[src/cpmc_pkg.sv]
// Purpose: constants for the charge pump mode control block
// Assumes: byte-wide register port, one clock at 125 MHz
// Notes:   register index is the printed offset
package cpmc_pkg;
    localparam int          CPMC_AW          = 8;
    localparam logic [7:0]  CPMC_CTRL_OFS    = 8'h9a;
    localparam int          CPMC_MODE_HI     = 7;
    localparam int          CPMC_MODE_LO     = 6;
    localparam int          CPMC_THR_BIT     = 1;
    localparam int          CPMC_RDY_BIT     = 0;
    localparam logic [1:0]  CPMC_MODE_RST    = 2'h0;
    localparam logic [7:0]  CPMC_RD_ZERO     = 8'h00;

    typedef enum logic [1:0] {
        CPMC_OFF    = 2'h0,
        CPMC_PERIPH = 2'h1,
        CPMC_SUPPLY = 2'h2,
        CPMC_FORCED = 2'h3
    } cpmc_mode_t;
endpackage : cpmc_pkg

[src/cpmc_sync_if.sv]
`timescale 1ns/1ns
// Purpose: carries synchronised analog levels to the top
// Assumes: one clock domain
// Notes:   producer is the synchroniser
interface cpmc_sync_if;
    logic above_thr;
    logic steady;
    modport prod (output above_thr, output steady);
    modport cons (input  above_thr, input  steady);
endinterface : cpmc_sync_if

[src/cpmc_top.sv]
// The implementer's own choice: strobed register access.
`timescale 1ns/1ns
// Purpose: charge pump mode register and enable decision
// Assumes: comparator and pump-ready come from the analog side
// Notes:   converter enable arrives on the core clock
module cpmc_top
    import cpmc_pkg::*;
(
    input  wire logic                       clock,
    input  wire logic                       resetn,
    input  wire logic [cpmc_pkg::CPMC_AW-1:0] addr,
    input  wire logic [7:0]                 wdata,
    input  wire logic                       wr,
    input  wire logic                       rd,
    output logic      [7:0]                 rdata,
    input  wire logic                       supply_above_threshold,
    input  wire logic                       pump_ready_raw,
    input  wire logic                       adc_enable,
    output logic                            pump_enable
);
    import cpmc_pkg::*;

    // address decode compares against an 8-bit offset
    if (CPMC_AW < 8) begin : g_aw_check
        $error("address width too narrow for control offset");
    end

    cpmc_sync_if sif ();

    cpmc_sync u_sync (
        .clock      (clock),
        .resetn     (resetn),
        .above_raw  (supply_above_threshold),
        .steady_raw (pump_ready_raw),
        .so         (sif.prod)
    );

    cpmc_mode_t  mode_q;
    cpmc_mode_t  mode_d;
    logic        pump_q;
    logic        pump_d;
    logic [7:0]  rdata_q;
    logic [7:0]  rdata_d;
    logic        sel;
    logic        flag_steady;

    assign sel = (addr == CPMC_CTRL_OFS);
    // analog ready can lag switch-off; only report steady while enabled
    assign flag_steady = sif.steady & pump_q;

    function automatic logic pump_want(cpmc_mode_t m, logic above, logic adc_on);
        unique case (m)
            CPMC_FORCED: pump_want = 1'b1;
            CPMC_SUPPLY: pump_want = !above;
            CPMC_PERIPH: pump_want = adc_on && !above;
            CPMC_OFF:    pump_want = 1'b0;
        endcase
    endfunction : pump_want

    always_comb begin
        mode_d  = mode_q;
        rdata_d = CPMC_RD_ZERO;
        if (wr && sel) begin
            // only bits 7:6 stored; flags and 5:2 dropped
            mode_d = cpmc_mode_t'(wdata[CPMC_MODE_HI:CPMC_MODE_LO]);
        end
        if (rd && sel) begin
            rdata_d[CPMC_MODE_HI:CPMC_MODE_LO] = mode_q;
            rdata_d[CPMC_THR_BIT] = sif.above_thr;
            rdata_d[CPMC_RDY_BIT] = flag_steady;
        end
        pump_d = pump_want(mode_q, sif.above_thr, adc_enable);
    end

    always_ff @(posedge clock or negedge resetn) begin
        if (!resetn) begin
            mode_q  <= cpmc_mode_t'(CPMC_MODE_RST);
            pump_q  <= 1'b0;
            rdata_q <= CPMC_RD_ZERO;
        end else begin
            mode_q  <= mode_d;
            pump_q  <= pump_d;
            rdata_q <= rdata_d;
        end
    end

    assign rdata       = rdata_q;
    assign pump_enable = pump_q;

    AST_FORCED_ON: assert property (@(posedge clock) disable iff (!resetn)
        mode_q == CPMC_FORCED |=> pump_q)
        else $error("forced mode but pump off");
    AST_SUPPLY_LOW: assert property (@(posedge clock) disable iff (!resetn)
        (mode_q == CPMC_SUPPLY && !sif.above_thr) |=> pump_q)
        else $error("supply mode low supply pump off");
    AST_SUPPLY_HIGH: assert property (@(posedge clock) disable iff (!resetn)
        (mode_q == CPMC_SUPPLY && sif.above_thr) |=> !pump_q)
        else $error("supply mode high supply pump on");
    AST_PERIPH_IDLE: assert property (@(posedge clock) disable iff (!resetn)
        (mode_q == CPMC_PERIPH && !adc_enable) |=> !pump_q)
        else $error("periph mode pump on without converter");
    AST_PERIPH_ON: assert property (@(posedge clock) disable iff (!resetn)
        (mode_q == CPMC_PERIPH && adc_enable && !sif.above_thr) |=> pump_q)
        else $error("periph mode low supply pump off");
    AST_OFF_MODE: assert property (@(posedge clock) disable iff (!resetn)
        (wr && sel && wdata[7:6] == 2'h0) |=> ##1 !pump_q)
        else $error("mode 00 written but pump still on");
    AST_RD_LAYOUT: assert property (@(posedge clock) disable iff (!resetn)
        rd |=> rdata[5:2] == 4'h0)
        else $error("unused bits read nonzero");
    AST_RD_MODE: assert property (@(posedge clock) disable iff (!resetn)
        (rd && sel) |=> rdata[7:6] == $past(mode_q))
        else $error("mode field readback wrong");
    AST_RDY_OFF: assert property (@(posedge clock) disable iff (!resetn)
        (rd && sel && !pump_q) |=> !rdata[0])
        else $error("ready flag set with pump off");
    AST_THR_FLAG: assert property (@(posedge clock) disable iff (!resetn)
        (rd && sel) |=> rdata[1] == $past(sif.above_thr))
        else $error("threshold flag mismatch");
    AST_OFF_HOLD: assert property (@(posedge clock) disable iff (!resetn)
        mode_q == CPMC_OFF |=> !pump_q)
        else $error("off mode but pump on");
    AST_PERIPH_HIGH: assert property (@(posedge clock) disable iff (!resetn)
        (mode_q == CPMC_PERIPH && sif.above_thr) |=> !pump_q)
        else $error("periph mode high supply pump on");
    AST_PERIPH_GATE: assert property (@(posedge clock) disable iff (!resetn)
        (mode_q == CPMC_PERIPH && !sif.above_thr) |=> pump_q == $past(adc_enable))
        else $error("periph mode pump not following converter enable");
    AST_MODE_HOLD: assert property (@(posedge clock) disable iff (!resetn)
        !(wr && sel) |=> mode_q == $past(mode_q))
        else $error("mode changed without write");
    AST_MODE_WRITE: assert property (@(posedge clock) disable iff (!resetn)
        (wr && sel) |=> logic'(mode_q[1]) == $past(wdata[CPMC_MODE_HI]))
        else $error("mode upper bit not stored");
    AST_RD_IDLE: assert property (@(posedge clock) disable iff (!resetn)
        !(rd && sel) |=> rdata == CPMC_RD_ZERO)
        else $error("read data nonzero without selected read");
    AST_RDY_ON: assert property (@(posedge clock) disable iff (!resetn)
        (rd && sel && pump_q && sif.steady) |=> rdata[CPMC_RDY_BIT])
        else $error("ready flag clear with pump steady");
    // no disable here: reset values must show while reset is held
    AST_RST_STATE: assert property (@(posedge clock)
        !resetn |-> (mode_q == CPMC_OFF && !pump_q && rdata == CPMC_RD_ZERO))
        else $error("state not at reset values during reset");
endmodule : cpmc_top

[src/cpmc_sync.sv]
`timescale 1ns/1ns
// Purpose: two-flop synchroniser for the analog status levels
// Assumes: inputs are slow levels
// Notes:   first stage feeds only the second
module cpmc_sync (
    input  wire logic  clock,
    input  wire logic  resetn,
    input  wire logic  above_raw,
    input  wire logic  steady_raw,
    cpmc_sync_if.prod  so
);
    logic [1:0] s1_q;
    logic [1:0] s1_d;
    logic [1:0] s2_q;
    logic [1:0] s2_d;

    always_comb begin
        s1_d = {above_raw, steady_raw};
        s2_d = s1_q;
    end

    always_ff @(posedge clock or negedge resetn) begin
        if (!resetn) begin
            s1_q <= 2'h0;
            s2_q <= 2'h0;
        end else begin
            s1_q <= s1_d;
            s2_q <= s2_d;
        end
    end

    assign so.above_thr = s2_q[1];
    assign so.steady    = s2_q[0];
endmodule : cpmc_sync

[config.mk]
export PLATFORM = sky130hd
export DESIGN_NAME = cpmc_top
export DESIGN_NICKNAME = d
export VERILOG_FILES = /design/src/cpmc_pkg.sv /design/src/cpmc_sync_if.sv /design/src/cpmc_top.sv /design/src/cpmc_sync.sv
export SDC_FILE = /design/constraint.sdc
export NUM_CORES = 1
export LEC_CHECK = 0
export BUFFER_PORTS_ARGS = -buffer_cell sky130_fd_sc_hd__buf_4
export CAP_MARGIN = 0
export CORE_AREA = 10 10 47 49
export DETAILED_ROUTE_END_ITERATION = 6
export DIE_AREA = 0 0 57 59
export GPL_TIMING_DRIVEN = 1
export PLACE_DENSITY = 0.68
export SYNTH_ARGS = -nofsm -noshare
export SYNTH_HDL_FRONTEND = slang
export SYNTH_HIERARCHICAL = 1
export SYNTH_SLANG_ARGS = --single-unit
[constraint.sdc]
create_clock -name clock -period 0.9 [get_ports clock]
set_input_delay 0.09 -clock clock [delete_from_list [all_inputs] [get_ports clock]]
set_output_delay 0.09 -clock clock [all_outputs]
set_load 0.02 [all_outputs]
* Word-level counts from Yosys, hierarchy flattened
Index checks and enable logic that the tools add are counted.
** Word-level totals
- Logic and storage cells :: 18
- Flip-flop bits (word level) :: 11
- Output and inout port bits :: 9
- Input port bits :: 23
** Cells by class
- Reduce and logical (&&, ||, !) cells :: 5
- Mux-type cells :: 3
- Equal/unequal tests :: 4
- Bitwise logic cells :: 1
** Operator list (number)
- 8-bit equality test (second input constant) :: 1
- 2-bit equality test (second input constant) :: 2
- 2-bit two-way mux :: 2
- 1-bit case mux with 4 select lines :: 1
- 1-bit logical AND :: 3
- 2-bit by 1-bit equality test with 1-bit output (second input constant) :: 1
- 2-bit logical NOT :: 1
- 1-bit bitwise AND :: 1
- 1-bit logical NOT :: 1

* Longest topological paths before layout
- Depth after elaboration :: 3
- Gate-level depth with buffers :: 3
- Gate-level depth less buffers :: 3

* By module
The synthesis kept the hierarchy.
** By module, submodules not included
- cpmc_top :: area an instance 320.3 um^2, cells an instance 28, instances 1, sequential area each 175.2 um^2
- cpmc_sync :: area an instance 100.1 um^2, cells an instance 4, instances 1, sequential area each 100.1 um^2

* Worst setup path after synthesis
No wires, ideal clock.
- Kind :: input to register
- From :: input addr[2] (netlist name)
- To :: register mode_q[0]
- Required time :: 775 ps
- Library setup time :: 125 ps
- Path buffers :: 0
- Slack :: 10 ps
- Data arrival time :: 765 ps
- Stages :: 3
- Path through :: and4bb_1 -> nand3_2 -> mux2_4
** On the way
- Longest elaborated chain between the ends :: 2
** RTL lines
- from (decl) :: line cpmc_top.sv:11 : input wire logic [cpmc_pkg::CPMC_AW-1:0] addr,
- 8-bit equality test :: line cpmc_top.sv:47 : assign sel = (addr == CPMC_CTRL_OFS);
- 1-bit logical AND :: line cpmc_top.sv:63 : if (wr && sel) begin
- to (signal assigned) :: line cpmc_top.sv:77 : mode_q <= cpmc_mode_t'(CPMC_MODE_RST);
- to (signal assigned) :: line cpmc_top.sv:81 : mode_q <= mode_d;
- to (decl) :: line cpmc_top.sv:38 : cpmc_mode_t mode_q;
No other way between the ends.
A chain may end at the register's enable or synchronous reset.

* Worst setup path after layout
- From :: register pump_q (netlist: pump_enable)
- To :: output pump_enable
** RTL lines
- from (decl) :: line cpmc_top.sv:40 : logic pump_q;
- from (signal assigned) :: line cpmc_top.sv:82 : pump_q <= pump_d;
- to (decl) :: line cpmc_top.sv:19 : output logic pump_enable
No word-level cell between the ends.

==> impl_metrics.yaml <==
timing:
  whs_ns: 0.05789
  hold_violations: 0
  fin_crit_sh: 0.9711
  setup_tns_ns: 0
  fin_crit_ns: 0.8740
  setup_viol: 0
  rsz0062_at_grt: "false"
  slew_viol_final: 0
  fmax_mhz: 1144
  fin_skew_ns: 0.0003912
floorplan:
  die_h_um: 59
  io_pins: 32
  dieArea_um2: 3363
  dieWidth_um: 57
  core_area_um2: 1401
  initial_utilization: 0.3000
  rows: 14
logic_synthesis:
  synth_common_cells: "dfrtp_1, buf_4, nor2_1"
  synth_cell_types: 12
  synth_xor_area_frac: 0
  ys_top_cells_by_area: "dfrtp_1, buf_4, mux2_4, and4bb_1, nor2_1"
  synth_compound_area_frac: 0.02679
  async_flop_share: 1.000
  seq_area_frac_synth: 0.6548
  yosysMostFrequentCell: "dfrtp_1"
  synth_top_area_frac: 0.6548
  synth-simple-area-share: 0.1399
  synth_warnings: 6
  muxShareOfSynthArea: 0.07143
  netlist_area_um2: 420.4
  synth_top_cell_by_area: "dfrtp_1"
  synth_fa_ha_area_frac: 0
  syn_inst: 32
  ys.flop_type: "dfrtp_1"
  synth_top_family_by_area: "simple AND/OR/NAND/NOR gates"
  synth_edf_count: 0
  synth-seq-cells: 11
  avgSynthCellArea_um2: 13.14
worst_setup_path:
  r2r_start: "mode_q[0]"
  critical_path_required_ns: 0.81
  r2r_end: "mode_q[0]"
  crit_family: "flip-flops"
  crit_arrival_ns: 0.78
  worst-setup-path-type: "register to primary output"
  setup.worst_path.start_class: "register"
  critical_path.slowest_cell: "dfrtp_1"
  reg2reg_depth: 1
  slowest_delay_ns: 0.39
  crit_chain: "buf_6"
  reg2reg_setup_slack_ns: 0.13
  critical_path_buf_inv_count: 1
  endpoint_kind: "primary output"
  path_depth: 1
  critPathMaxFanout: 2
hold_path:
  hp-class: "input pin to register"
  min_to: "mode_q[1]"
  min_path_cells: 2
  min_from: "wdata[7]"
placed_design:
  dpl-instance-area_um2: 579.3
  globalplace.congestion: 0.6335
  hpwl_um: 778.4
  io_buffers: 21
routing:
  detail-route-antenna-nets: 0
  wirelength_um: 917
  drtPass1Iterations: 2
  drc_errors: 0
  drt_iter0_drc: 7
  routed_via_density: 4.066
  wire_per_inst_um: 12.07
  num_vias: 309
clock_network:
  cts_tree: "yes"
  cts_made_buffers: 3
  worstSkewPairLatency_ns: 0.26
  cts_buffer_depth: 2
  cts_root_buf: "clkbuf_4"
  cts.sinks: 11
  path_clk_slew_ns: 0.07
  htreeDepth: 1
power_and_ir_drop:
  p_int_w: 0.0007506
  power_density_nw_per_um2: 1458
  clockPowerShare: 0.338
  power_frac_seq: 0.542
  p_sw_frac: 0.2134
  p_sw_w: 0.0002037
  comb_power_share: 0.120
  p_leak_nw: 0.3411
  peakVddDrop_uv: 806.2
finish:
  final_area_um2: 654.4
  drive_above_1_share: 0.4667
  diodes: 0
  nets: 84
  nFillCells: 136
  utilization: 0.4670
  area_growth_pct: 55.65
grt:
  grt_max_degree: 12
  grt_pass1_vias: 351
  antenna_found_initial: 0
  grt_overflow: 0
  grt_pass1_wl_um: 1504
  grtUsageTotal: 0.05777
run_status:
  outcome: "finished, final reports clean"
run:
  max_cap_violations: 0
[kinds of logic (layout without fill, tap and decap cells)]
| family | after synthesis | in the layout |
|---|---|---|
| flops | 11 | 11 |
| simple gates | 9 | 9 |
| buf+inv | 7 | 32 |
| compound gates | 2 | 2 |
| mux | 2 | 2 |
| other cells | 1 | 4 |
[stage by stage]
step                      setup slack, ns  cells  total power, W
after floorplan                   0.01015     35       0.0005728
after global placement            -0.1240     68       0.0006240
after detailed placement          -0.1374     68       0.0006281
after CTS                        0.002065     75       0.0009663
after global routing            0.0005464     76       0.0009959
final                             0.02599     76       0.0009543
[sequential cells by signal, indices dropped and copies added, names as in the netlist]
signal / cells
mode_q: 2
u_sync/s1_q: 2
rdata: 4
u_sync/s2_q: 2
pump_enable: 1
[layout by cell type (no fill, tap or decap), drive strengths merged]
cell	n
clkbuf	4
nor2	4
nand3	2
mux2	2
dlygate4sd3	3
conb	4
dfrtp	11
nand2	1
a21oi	1
o22ai	1
inv	3
buf	22
and4bb	2
[final cells by class]
| cell class | instances | area, um^2 | share of cell area |
|---|---|---|---|
| clock buffer | 4 | 26.28 | 0.04015 |
| inverter | 3 | 11.26 | 0.01721 |
| multi-input combinational | 17 | 115.1 | 0.1759 |
| sequential | 11 | 275.3 | 0.4206 |
| tap | 16 | 20.02 | 0.03059 |
| timing repair buffer | 25 | 206.4 | 0.3155 |
[power by group through the flow]
stage                     combinational (W)  clock, W  sequential (W)
final                              0.000115  0.000322        0.000517
after global routing               0.000125  0.000352        0.000519
after CTS                          0.000112  0.000337        0.000517
after detailed placement           0.000102         0        0.000526
after global placement            0.0000984         0        0.000526
after floorplan                   0.0000457         0        0.000527
[worst max-delay path by stage]
stage,start,endpoint,slack [ns]
5_1_grt,rdata[6],rdata[6],0.0005
3_5_place_dp,addr[6],mode_q[1],-0.14
4_1_cts,pump_enable,pump_enable,0.002
2_1_floorplan,addr[2],mode_q[0],0.01
6_report,pump_enable,pump_enable,0.03
3_3_place_gp,addr[6],mode_q[0],-0.12
[timing repair]
item	CTS	global route
setup buffers	0	1
hold endpoints to repair	13	0
setup endpoints to repair	0	3
hold buffers	3	0
resized for setup	0	3
[per-layer routing]
metal  routed length, um  up-vias  track usage
met4                   0        0      0.02013
li1                    -      152            -
met2                 501       13       0.1023
met5                   0        -            0
met1                 346      144      0.05043
met3                  69        0      0.04077
(Power assumes the default switching activity.)
